[src/rtl/ltr_pkg.sv]
// constants and types for the literal, table and rotate execution slice
// Functional notes
// - add immediate to working register in one cycle, update C, DC, Z, OV, N
// - and, or, xor immediate with working register, only Z and N change
// - immediate minus working register into working register, all five flags updated
// - load immediate into working register, no flag changes
// - multiply immediate by working register in one cycle, no flag changes
// - return with immediate in working register, two cycles, flags untouched
// - load four-bit immediate into bank selection register low bits, no flags
// - pointer load is two words, two cycles, giving a twelve-bit pointer value
// - table read, two cycles, low bits pick none, post-inc, post-dec, pre-inc
// - table write, two cycles, same pointer update choices as table read
// - read-modify-write of port register takes sampled pin levels as operand
// - writing the timer counter clears its prescaler when the prescaler is assigned
// - instructions changing program flow take two cycles, second is a no-operation
// - lone second word of a two-word instruction executes as a no-operation
// - rotate addressed byte right, bit 0 into bit 7, only N and Z change
// - destination bit 0 sends rotate result to working register, 1 to file
// - bank bit 0 uses access bank, bank bit 1 uses bank selection register
// - bank bit 0, extended set on, address up to 95: indexed literal offset
package ltr_pkg;
	// instruction cycle phases
	typedef enum logic [1:0] {Q1, Q2, Q3, Q4} ltr_phase_t;

	// instruction opcodes and opcode fields
	localparam logic [7:0] OP_ADD = 8'h0f;
	localparam logic [7:0] OP_AND = 8'h0b;
	localparam logic [7:0] OP_OR = 8'h09;
	localparam logic [7:0] OP_XOR = 8'h0a;
	localparam logic [7:0] OP_RSUB = 8'h08;
	localparam logic [7:0] OP_LOAD = 8'h0e;
	localparam logic [7:0] OP_MUL = 8'h0d;
	localparam logic [7:0] OP_RET = 8'h0c;
	localparam logic [7:0] OP_BANK = 8'h01;
	localparam logic [7:0] OP_PTR1 = 8'hee;
	localparam logic [3:0] OP_SECOND = 4'hf;
	localparam logic [5:0] OP_ROTR = 6'h10;
	localparam logic [11:0] OP_TABLE = 12'h000;
	localparam logic [1:0] TBL_READ = 2'h2;
	localparam logic [1:0] TBL_WRITE = 2'h3;

	// pointer update selectors
	localparam logic [1:0] UPD_NONE = 2'h0;
	localparam logic [1:0] UPD_POST_INC = 2'h1;
	localparam logic [1:0] UPD_POST_DEC = 2'h2;
	localparam logic [1:0] UPD_PRE_INC = 2'h3;

	// status flag positions
	localparam int FLAG_C = 0;
	localparam int FLAG_DC = 1;
	localparam int FLAG_Z = 2;
	localparam int FLAG_OV = 3;
	localparam int FLAG_N = 4;

	// data space addressing
	localparam logic [7:0] INDEX_LIMIT = 8'h5f;
	localparam logic [7:0] ACCESS_SPLIT = 8'h60;
	localparam logic [3:0] ACCESS_HIGH_BANK = 4'hf;
	localparam logic [11:0] PORT_B_ADDR = 12'hf90;
	localparam logic [11:0] TIMER_ZERO_ADDR = 12'hfd0;
	localparam int INDEX_PTR = 2;
	localparam int TBL_PTR_W = 21;

	// register byte offsets
	localparam logic [7:0] REG_CTRL = 8'h00;
	localparam logic [7:0] REG_WORK = 8'h04;
	localparam logic [7:0] REG_BANK = 8'h08;
	localparam logic [7:0] REG_PTR0 = 8'h0c;
	localparam logic [7:0] REG_PTR1 = 8'h10;
	localparam logic [7:0] REG_PTR2 = 8'h14;
	localparam logic [7:0] REG_TPTR = 8'h18;
	localparam logic [7:0] REG_TLAT = 8'h1c;
	localparam logic [7:0] REG_PROD = 8'h20;

	// control field positions
	localparam int CTRL_EXT = 0;
	localparam int CTRL_PSA = 1;
	localparam int WORK_FLAGS_LSB = 8;
endpackage

[src/rtl/ltr_core.sv]
// execution slice for literal, table, pointer, bank and rotate instructions
//
// Local design decisions: the AHB-Lite interface to the registers and the register addresses.
`timescale 1ns/100ps
module ltr_core (
	input wire logic core_clk_in,
	input wire logic resetn_in,
	input wire logic hsel_in,
	input wire logic [31:0] haddr_in,
	input wire logic [1:0] htrans_in,
	input wire logic hwrite_in,
	input wire logic [2:0] hsize_in,
	input wire logic hready_in,
	input wire logic [31:0] hwdata_in,
	output logic [31:0] hrdata_out,
	output logic hreadyout_out,
	output logic hresp_out,
	input wire logic instr_valid_in,
	input wire logic [15:0] instr_in,
	output logic instr_ack_out,
	output logic [11:0] file_addr_out,
	output logic file_re_out,
	input wire logic [7:0] file_rdata_in,
	output logic file_we_out,
	output logic [7:0] file_wdata_out,
	input wire logic [7:0] port_b_pins_in,
	output logic prescaler_clear_out,
	output logic return_out,
	output logic table_req_out,
	output logic table_write_out,
	output logic [20:0] table_addr_out,
	output logic [7:0] table_wdata_out,
	input wire logic [7:0] table_rdata_in
);
	typedef struct packed {
		ltr_pkg::ltr_phase_t phase;
		logic [15:0] ir;
		logic ir_ok;
		logic nop_next;
		logic ptr_wait;
		logic [1:0] ptr_sel;
		logic [3:0] ptr_hi;
		logic [7:0] op;
		logic [7:0] res;
		logic [4:0] res_flags;
		logic to_file;
		logic to_work;
		logic [7:0] working_register;
		logic [4:0] status;
		logic [3:0] bank_selection_register;
		logic [2:0][11:0] file_pointer_register;
		logic [15:0] prod;
		logic [20:0] tbl_ptr;
		logic [7:0] tbl_latch;
		logic tbl_pending;
		logic [11:0] faddr;
		logic fre;
		logic fwe;
		logic psc_clr;
		logic ret;
		logic tbl_req;
		logic ext_en;
		logic psa;
		logic [7:0] pins_meta;
		logic [7:0] pins_sync;
		logic bus_wr;
		logic [7:0] bus_addr;
		logic [31:0] rdata;
	} ltr_state_t;

	ltr_state_t s;
	ltr_state_t n;

	logic take;
	logic bus_go;
	logic [7:0] hi;
	logic [7:0] k;
	logic [8:0] sum9;
	logic [4:0] nib5;
	logic [7:0] rot;

	// instruction taken only at decode phase and outside a no-operation cycle
	assign take = instr_valid_in && (s.phase == ltr_pkg::Q1) && !s.nop_next;
	assign bus_go = hsel_in && hready_in && htrans_in[1];
	assign hi = s.ir[15:8];
	assign k = s.ir[7:0];
	assign rot = {s.op[0], s.op[7:1]};

	// file address from bank bit, extended set and offset
	function automatic logic [11:0] ltr_faddr(input logic [15:0] w, input logic ext, input logic [3:0] bank,
		input logic [11:0] base);
		logic [7:0] f;
		f = w[7:0];
		if (!w[8] && ext && (f <= ltr_pkg::INDEX_LIMIT)) begin
			ltr_faddr = base + {4'h0, f};
		end else if (!w[8]) begin
			ltr_faddr = (f < ltr_pkg::ACCESS_SPLIT) ? {4'h0, f} : {ltr_pkg::ACCESS_HIGH_BANK, f};
		end else begin
			ltr_faddr = {bank, f};
		end
	endfunction

	// register read mux for the bus
	function automatic logic [31:0] ltr_read(input ltr_state_t t, input logic [7:0] a);
		ltr_read = 32'h0000_0000;
		unique case (a)
			ltr_pkg::REG_CTRL: ltr_read = {30'h0, t.psa, t.ext_en};
			ltr_pkg::REG_WORK: ltr_read = {19'h0, t.status, t.working_register};
			ltr_pkg::REG_BANK: ltr_read = {28'h0, t.bank_selection_register};
			ltr_pkg::REG_PTR0: ltr_read = {20'h0, t.file_pointer_register[0]};
			ltr_pkg::REG_PTR1: ltr_read = {20'h0, t.file_pointer_register[1]};
			ltr_pkg::REG_PTR2: ltr_read = {20'h0, t.file_pointer_register[2]};
			ltr_pkg::REG_TPTR: ltr_read = {11'h0, t.tbl_ptr};
			ltr_pkg::REG_TLAT: ltr_read = {24'h0, t.tbl_latch};
			ltr_pkg::REG_PROD: ltr_read = {16'h0, t.prod};
			default: ltr_read = 32'h0000_0000;
		endcase
	endfunction

	// next state of the whole slice
	always_comb begin
		n = s;
		sum9 = 9'h000;
		nib5 = 5'h00;
		n.fre = 1'b0;
		n.psc_clr = 1'b0;
		n.ret = 1'b0;
		n.tbl_req = 1'b0;

		// pin synchroniser
		n.pins_meta = port_b_pins_in;
		n.pins_sync = s.pins_meta;

		// bus data phase write, then address phase capture
		if (s.bus_wr) begin
			unique case (s.bus_addr)
				ltr_pkg::REG_CTRL: begin
					n.ext_en = hwdata_in[ltr_pkg::CTRL_EXT];
					n.psa = hwdata_in[ltr_pkg::CTRL_PSA];
				end
				ltr_pkg::REG_WORK: begin
					n.working_register = hwdata_in[7:0];
					n.status = hwdata_in[ltr_pkg::WORK_FLAGS_LSB +: 5];
				end
				ltr_pkg::REG_TPTR: n.tbl_ptr = hwdata_in[20:0];
				ltr_pkg::REG_TLAT: n.tbl_latch = hwdata_in[7:0];
				default: ;
			endcase
		end
		n.bus_wr = bus_go && hwrite_in;
		n.bus_addr = bus_go ? {haddr_in[7:2], 2'b00} : s.bus_addr;
		n.rdata = (bus_go && !hwrite_in) ? ltr_read(s, {haddr_in[7:2], 2'b00}) : 32'h0000_0000;

		// phase sequencing
		unique case (s.phase)
			ltr_pkg::Q1: n.phase = ltr_pkg::Q2;
			ltr_pkg::Q2: n.phase = ltr_pkg::Q3;
			ltr_pkg::Q3: n.phase = ltr_pkg::Q4;
			ltr_pkg::Q4: n.phase = ltr_pkg::Q1;
		endcase

		unique case (s.phase)
			// decode: capture word and form file address
			ltr_pkg::Q1: begin
				n.nop_next = 1'b0;
				n.ir_ok = take;
				n.ir = take ? instr_in : 16'h0000;
				n.faddr = ltr_faddr(instr_in, s.ext_en, s.bank_selection_register,
					s.file_pointer_register[ltr_pkg::INDEX_PTR]);
				n.fre = take && !s.ptr_wait && (instr_in[15:10] == ltr_pkg::OP_ROTR);
			end
			// read: operand from file, port register reads the pins
			ltr_pkg::Q2: begin
				n.op = (s.faddr == ltr_pkg::PORT_B_ADDR) ? s.pins_sync : file_rdata_in;
			end
			// process: compute result and flags
			ltr_pkg::Q3: begin
				n.to_work = 1'b0;
				n.to_file = 1'b0;
				n.res = s.working_register;
				n.res_flags = s.status;
				if (s.ir_ok && s.ptr_wait) begin
					n.to_work = 1'b0;
				end else if (s.ir_ok && (hi == ltr_pkg::OP_ADD)) begin
					sum9 = {1'b0, s.working_register} + {1'b0, k};
					nib5 = {1'b0, s.working_register[3:0]} + {1'b0, k[3:0]};
					n.res = sum9[7:0];
					n.to_work = 1'b1;
					n.res_flags[ltr_pkg::FLAG_C] = sum9[8];
					n.res_flags[ltr_pkg::FLAG_DC] = nib5[4];
					n.res_flags[ltr_pkg::FLAG_OV] = (s.working_register[7] == k[7]) && (sum9[7] != k[7]);
					n.res_flags[ltr_pkg::FLAG_Z] = (sum9[7:0] == 8'h00);
					n.res_flags[ltr_pkg::FLAG_N] = sum9[7];
				end else if (s.ir_ok && (hi == ltr_pkg::OP_RSUB)) begin
					sum9 = {1'b0, k} + {1'b0, ~s.working_register} + 9'h001;
					nib5 = {1'b0, k[3:0]} + {1'b0, ~s.working_register[3:0]} + 5'h01;
					n.res = sum9[7:0];
					n.to_work = 1'b1;
					n.res_flags[ltr_pkg::FLAG_C] = sum9[8];
					n.res_flags[ltr_pkg::FLAG_DC] = nib5[4];
					n.res_flags[ltr_pkg::FLAG_OV] = (k[7] != s.working_register[7]) && (sum9[7] != k[7]);
					n.res_flags[ltr_pkg::FLAG_Z] = (sum9[7:0] == 8'h00);
					n.res_flags[ltr_pkg::FLAG_N] = sum9[7];
				end else if (s.ir_ok && ((hi == ltr_pkg::OP_AND) || (hi == ltr_pkg::OP_OR) ||
					(hi == ltr_pkg::OP_XOR))) begin
					if (hi == ltr_pkg::OP_AND) begin
						n.res = s.working_register & k;
					end else if (hi == ltr_pkg::OP_OR) begin
						n.res = s.working_register | k;
					end else begin
						n.res = s.working_register ^ k;
					end
					n.to_work = 1'b1;
					n.res_flags[ltr_pkg::FLAG_Z] = (n.res == 8'h00);
					n.res_flags[ltr_pkg::FLAG_N] = n.res[7];
				end else if (s.ir_ok && ((hi == ltr_pkg::OP_LOAD) || (hi == ltr_pkg::OP_RET))) begin
					n.res = k;
					n.to_work = 1'b1;
				end else if (s.ir_ok && (s.ir[15:10] == ltr_pkg::OP_ROTR)) begin
					n.res = rot;
					n.to_work = !s.ir[9];
					n.to_file = s.ir[9];
					n.res_flags[ltr_pkg::FLAG_Z] = (rot == 8'h00);
					n.res_flags[ltr_pkg::FLAG_N] = rot[7];
				end
				// table pointer pre-increment before the access
				if (s.ir_ok && !s.ptr_wait && (s.ir[15:4] == ltr_pkg::OP_TABLE) && s.ir[3]) begin
					n.tbl_req = 1'b1;
					if (s.ir[1:0] == ltr_pkg::UPD_PRE_INC) begin
						n.tbl_ptr = s.tbl_ptr + 21'h000001;
					end
				end
			end
			// write: commit destination and side effects
			ltr_pkg::Q4: begin
				if (s.to_work) begin
					n.working_register = s.res;
				end
				// idle cycles leave the flags alone so a bus write to them is kept
				if (s.ir_ok) begin
					n.status = s.res_flags;
				end
				if (s.to_file && (s.faddr == ltr_pkg::TIMER_ZERO_ADDR) && s.psa) begin
					n.psc_clr = 1'b1;
				end
				if (s.ir_ok && s.ptr_wait) begin
					// second word consumed by the pointer load
					n.ptr_wait = 1'b0;
					if (s.ptr_sel != 2'h3) begin
						n.file_pointer_register[s.ptr_sel] = {s.ptr_hi, k};
					end
				end else if (s.ir_ok && (hi == ltr_pkg::OP_PTR1) && (s.ir[7:6] == 2'b00)) begin
					n.ptr_wait = 1'b1;
					n.ptr_sel = s.ir[5:4];
					n.ptr_hi = s.ir[3:0];
				end else if (s.ir_ok && (hi == ltr_pkg::OP_MUL)) begin
					n.prod = 16'(s.working_register) * 16'(k);
				end else if (s.ir_ok && (hi == ltr_pkg::OP_BANK) && (s.ir[7:4] == 4'h0)) begin
					n.bank_selection_register = s.ir[3:0];
				end else if (s.ir_ok && (hi == ltr_pkg::OP_RET)) begin
					n.ret = 1'b1;
					n.nop_next = 1'b1;
				end else if (s.tbl_pending) begin
					if (!s.ir[2]) begin
						n.tbl_latch = table_rdata_in;
					end
					n.nop_next = 1'b1;
					if (s.ir[1:0] == ltr_pkg::UPD_POST_INC) begin
						n.tbl_ptr = s.tbl_ptr + 21'h000001;
					end else if (s.ir[1:0] == ltr_pkg::UPD_POST_DEC) begin
						n.tbl_ptr = s.tbl_ptr - 21'h000001;
					end
				end
				// a lone second word falls through every branch as a no-operation
				if (s.ir_ok && !s.ptr_wait && (s.ir[15:12] == ltr_pkg::OP_SECOND)) begin
					n.nop_next = 1'b0;
				end
				n.ir_ok = 1'b0;
			end
		endcase

		// file write strobe and table request stand through the write phase
		n.fwe = (s.phase == ltr_pkg::Q3) && n.to_file;
		n.tbl_pending = n.tbl_req;
	end

	// single register of all state
	always_ff @(posedge core_clk_in) begin
		if (!resetn_in) begin
			s <= '0;
		end else begin
			s <= n;
		end
	end

	// bus answers with no wait state
	assign hrdata_out = s.rdata;
	assign hreadyout_out = 1'b1;
	assign hresp_out = 1'b0;
	assign instr_ack_out = take;

	// memory and side-effect ports
	assign file_addr_out = s.faddr;
	assign file_re_out = s.fre;
	assign file_we_out = s.fwe;
	assign file_wdata_out = s.res;
	assign prescaler_clear_out = s.psc_clr;
	assign return_out = s.ret;
	assign table_req_out = s.tbl_pending;
	assign table_write_out = s.tbl_pending && s.ir[2];
	assign table_addr_out = s.tbl_ptr;
	assign table_wdata_out = s.tbl_latch;
endmodule

[config.mk]
export PLATFORM = sky130hd
export DESIGN_NAME = ltr_core
export DESIGN_NICKNAME = d
export VERILOG_FILES = /design/src/rtl/ltr_pkg.sv /design/src/rtl/ltr_core.sv
export SDC_FILE = /design/constraint.sdc
export NUM_CORES = 1
export LEC_CHECK = 0
export BUFFER_PORTS_ARGS = -buffer_cell sky130_fd_sc_hd__buf_2
export CORE_UTILIZATION = 43
export DETAILED_ROUTE_END_ITERATION = 10
export PLACE_DENSITY_LB_ADDON = 0.15
export SYNTH_ARGS = -nofsm -noshare
export SYNTH_HDL_FRONTEND = slang
export SYNTH_SLANG_ARGS = --single-unit
[constraint.sdc]
create_clock -name core_clk_in -period 7 [get_ports core_clk_in]
set_input_delay 0.35 -clock core_clk_in [delete_from_list [all_inputs] [get_ports core_clk_in]]
set_output_delay 0.35 -clock core_clk_in [all_outputs]
set_load 0.03 [all_outputs]
### After elaboration in Yosys (flattened, before gate mapping)

Cells that the tools add are included.

| storage, ports and cells | value |
|---|---|
| input port bits | 115 |
| flip-flop bits (word level) | 222 |
| output and inout port bits | 90 |
| bits in latches | 0 |
| memory bits (writable) | 0 |
| memories | 0 |
| memory bits (read-only) | 0 |
| word-level logic and storage cells | 247 |

| cells by class | value |
|---|---|
| multipliers | 1 |
| bitwise operators | 10 |
| shifts and indexed selects | 0 |
| $lt $le $gt $ge | 4 |
| $add $sub $neg | 9 |
| div/mod/pow operators | 0 |
| equality and inequality tests | 42 |
| muxes and demuxes | 82 |
| reductions and logical operators | 65 |

Operators with widths:

| cell | count |
|---|---|
| case mux 21 bit (9 select lines) | 1 |
| 2-to-1 mux 29 bit | 5 |
| 2-to-1 mux 21 bit | 5 |
| 2-to-1 mux 8 bit | 13 |
| 2-to-1 mux 45 bit | 2 |
| 2-to-1 mux 36 bit | 2 |
| 2-to-1 mux 69 bit | 1 |
| == test 8 x 4 -> 1 bit, second input constant | 8 |
| 2-to-1 mux 12 bit | 4 |
| case mux 21 bit (2 select lines) | 1 |
| logical NOT 8 bit | 5 |
| 2-to-1 mux 13 bit | 3 |
| bitwise mux 36 bit | 1 |
| == test 6 x 3 -> 1 bit, second input constant | 6 |
| logical AND 1 bit | 33 |
| 2-to-1 mux 16 bit | 2 |
| 2-to-1 mux 9 bit | 3 |
| 2-to-1 mux 1 bit | 26 |
| demux 12 bit (select 2 bit) | 1 |
| == test 12 bit, second input constant | 2 |
| adder 21 x 1 -> 21 bit, second input constant | 1 |
| subtractor 21 x 1 -> 21 bit, second input constant | 1 |
| adder 8 x 8 -> 9 bit | 2 |
| multiplier 8 x 8 -> 16 bit | 1 |
| other kinds (48) | 84 |

### Logic depth before layout (Yosys ltp)

| depth | value |
|---|---|
| depth in word-level cells | 16 |
| mapped depth | 18 |
| mapped depth without buffers | 17 |

### Worst setup path after synthesis

No wires, ideal clock.

| timing path | value |
|---|---|
| path kind | flip-flop to flip-flop |
| from | reg s, in the netlist k[2] |
| to | reg s[121] (netlist bit) |
| stages on the path, launching flop included | 17 |
| required time | 6914 ps |
| arrival time | 4530 ps |
| path slack | 2385 ps |
| buffers on the path | 1 |
| path through | dfxtp_1 -> clkbuf_1 -> clkinv_1 -> nor2_1 -> fa_1 -> fa_1 -> fa_1 -> inv_1 -> fa_1 -> inv_1 -> ha_1 -> or2_2 -> a21oi_1 -> a211oi_1 -> o31ai_1 -> xnor2_1 -> a211oi_1 |

| between the ends | value |
|---|---|
| cells in the longest elaborated chain, start to end | 1 |

RTL lines:

| element | line | RTL |
|---|---|---|
| start: declaration | ltr_core.sv:71 | `ltr_state_t s;` |
| start signal: assignment | ltr_core.sv:292 | `s <= n;` |
| multiplier 8 x 8 -> 16 bit | ltr_core.sv:257 | `n.prod = 16'(s.working_register) * 16'(k);` |

No other way between the ends.
A chain may end at the register's enable or synchronous reset.

### Final worst setup path

Ends and elaborated chain as after synthesis.

==> impl_results.md <==
- Combinational share of power: 0.189
- Final hold vios: 0
- FMAX: about 190 MHz
- First-pass GRT wire length: around 82000 um
- Initial antenna violation count: 0
- FF-to-FF path depth: 15
- Max-slew violations: 0
- Switch Pwr: 1.11 mW
- Status: finished, final reports clean
- Sequential share of the synthesized area: 0.283
- Core Util, Final: 0.484
- Post-synth cell types: roughly 90
- Hold Path Cell Cnt: 2
- DRT Pass-1 Iters: 5
- Row cnt: 67
- Max cap viols: 0
- Average size of a mapped cell: roughly 8.0 um^2
- Core Box Area: between 30000 and 40000 um^2
- Antenna Violating Nets Remaining: 0
- Latest clock arrival within the worst-skew pair: about 0.54 ns
- CTS Buffer Depth: 3
- Layout cells sized above 1: 0.136
- Min Tclk post-route: about 5.4 ns
- Hold Crit Start: port_b_pins_in[0]
- Critical R2R Capture: s[121]
- Tcrit/Tclk final: 0.768
- Mapped Area: between 10000 and 15000 um^2
- Flops & latches, synth: 211
- Commonest cells after routing, fill and taps aside: nor2_1, dfxtp_1, buf_2
- Sw frac: 0.305
- Die area: around 35000 um^2
- Crit start category: flip-flop
- Crit. End Element: flip-flop
- Unrepaired setup endpoints after global routing: no
- Top FF cell, synth: dfxtp_1
- GPL Wtd Cong: between 0.9 and 1
- Layout net count: ~2100
- Post-route cell area: between 15000 and 20000 um^2
- Yosys warns: 0
- Area growth, synth to finish: 10.0%
- CTS resizes: 0
- Antenna cells: 0
- Post-synth ARST share: 0
- Input/output buffers: 150
- Initial Util: 0.440
- HP Class: input port to flip-flop
- Cts hold-fix bufs: 0
- Post-CTS setup repair buffer count: 0
- LEAKAGE: about 6.7 nW
- Total power: ~3.7 mW
- Number of flops mapped to enable cells by yosys: 0
- Wirelength per Cell: roughly 23 um
- Total CTS buffers: 26
- Post-DP HPWL: between 30000 and 40000 um
- Die span in y: approximately 190 um
- DRT Wirelength: roughly 54000 um
- Sink Count: between 200 and 250
- Grt ovf: 0
- WHS Endpoint: n[41]
- Reg2reg setup slack: roughly 1.6 ns
- Peak supply drop: about 0.17 mV
- Clk pwr share: 0.443
- P_int: roughly 2.5 mW
- Area after DPL: around 15000 um^2
- Largest net degree at the start of global routing: roughly 90
- Most common cell after layout, fill and taps aside: nor2_1
- DR DRC count: 0
- Worst-path maximum fanout: 11
- Detailed Route Iter0 Violations: ~1400
- Crit path DAT: 5.81 ns
- Final setup fails: 0
- Setup WS post-layout: around 1.6 ns
- Pwr Density: 223 nW/um^2
- Vias/cell: approximately 6.1
- Ports: roughly 210
- Die Wd: between 150 and 200 um
- Slew @ Worst Pin: ~1.2 ns
- Worst EP required: 7.43 ns
- Clock Tree Root: clkbuf_16
- GRT Resource Usage Total: 0.300
- CTS tree: yes
- Clk_skew: roughly 0.024 ns
- Syn Inst Count: around 1900
- Vias: between 10000 and 15000
- Vias in the first global route: 13511
- Slew HR: 0.200
- Kind of critical path: flip-flop to flip-flop
- Dpl ws: 1.68 ns
- H-tree depth: 1
- Final setup TNS: 0 ns
- Reg2reg start: k[2]
- Clock input transition at the sequential cells of the worst setup and hold paths: 0.06 ns
- Sequential power share: 0.368
[worst max-delay path, cell delays in order, from the launching register on]
cell and delay (ns):
dfxtp_1 0.70, clkinv_1 0.54, nor2_1 0.28, fa_1 0.46, fa_1 0.54, fa_1 0.56
inv_1 0.06, fa_1 0.53, inv_1 0.04, ha_1 0.33, or2_2 0.30, a21oi_1 0.20
a211oi_1 0.10, o31ai_1 0.31, xnor2_1 0.11, a211oi_1 0.22
[Yosys cell counts, types with 10 or more instances]
cell type  count  area (um^2)
nor2_1       247          927
dfxtp_1      211         4220
nand2_1      128          480
a21oi_1      103          515
clkbuf_1      97          364
inv_1         94          353
buf_4         84          631
o21ai_0       76          380
ha_1          75          938
mux2i_1       69          691
nand3_1       63          315
a211oi_1      54          405
nor3_1        48          240
fa_1          39          781
and2_1        33          206
xnor2_1       28          245
nor4_1        20          125
o211ai_1      19          143
and3_1        18          113
a221oi_1      17          149
a22oi_1       17          128
a31oi_1       17          106
or3_1         17          106
xor2_1        15          131
nand4_1       14         87.6
nor2b_1       14         87.6
o22ai_1       13         81.3
o31ai_1       12         90.1
nand3b_1      10         75.1
[power by group through the flow]
stage	Sequential, mW	Combinational [mW]	Clock [mW]
final	1.34	0.691	1.62
after global routing	1.35	0.747	1.68
after CTS	1.34	0.679	1.63
after detailed placement	1.37	0.677	0
after global placement	1.36	0.675	0
after floorplan	1.32	0.516	0
[layer usage]
metal | vias to the layer above | global-route usage | part of all wire
li1 | 6608 | - | -
met1 | 6897 | 0.416 | 0.44
met2 | 646 | 0.458 | 0.44
met3 | 106 | 0.0499 | 0.081
met4 | 0 | 0.127 | 0.041
met5 | - | 0 | 0
[worst max path at each step]
stage | start | to | slack, ns | cells past startpoint
after global routing | k[2] | s[121] | 1.38 | 15
final | k[2] | s[121] | 1.62 | 15
after CTS | k[2] | s[121] | 1.65 | 15
after detailed placement | k[2] | s[121] | 1.68 | 15
after floorplan | k[2] | s[121] | 2.38 | 16
after global placement | k[2] | s[121] | 1.75 | 15
[stage by stage]
stage | instances | hold slack, ns
floorplan | 1875 | 0.412
global placement | 2296 | 0.415
detailed placement | 2296 | 0.421
CTS | 2344 | 0.00278
global route | 2344 | 0.0146
finish | 2344 | 0.0140
[cell families after synthesis]
family | synth area share
xor gates and xnor gates | 0.0253
adders and majority gates | 0.115
DFF | 0.283
muxes | 0.0554
and+or+nand+nor | 0.215
AOI/OAI and AO/OA | 0.207
buffers and inverters | 0.0989
other | 0.000504
[area by class of cell]
class                      count  area (um^2)
fill                        3391        17500
clock inverter                16          320
inverter                     105          397
clock buffer                  32          714
multi-input combinational   1361         9280
tap                          448          561
timing repair buffer         171          908
sequential                   211         4220
(Power assumes the default switching activity.)
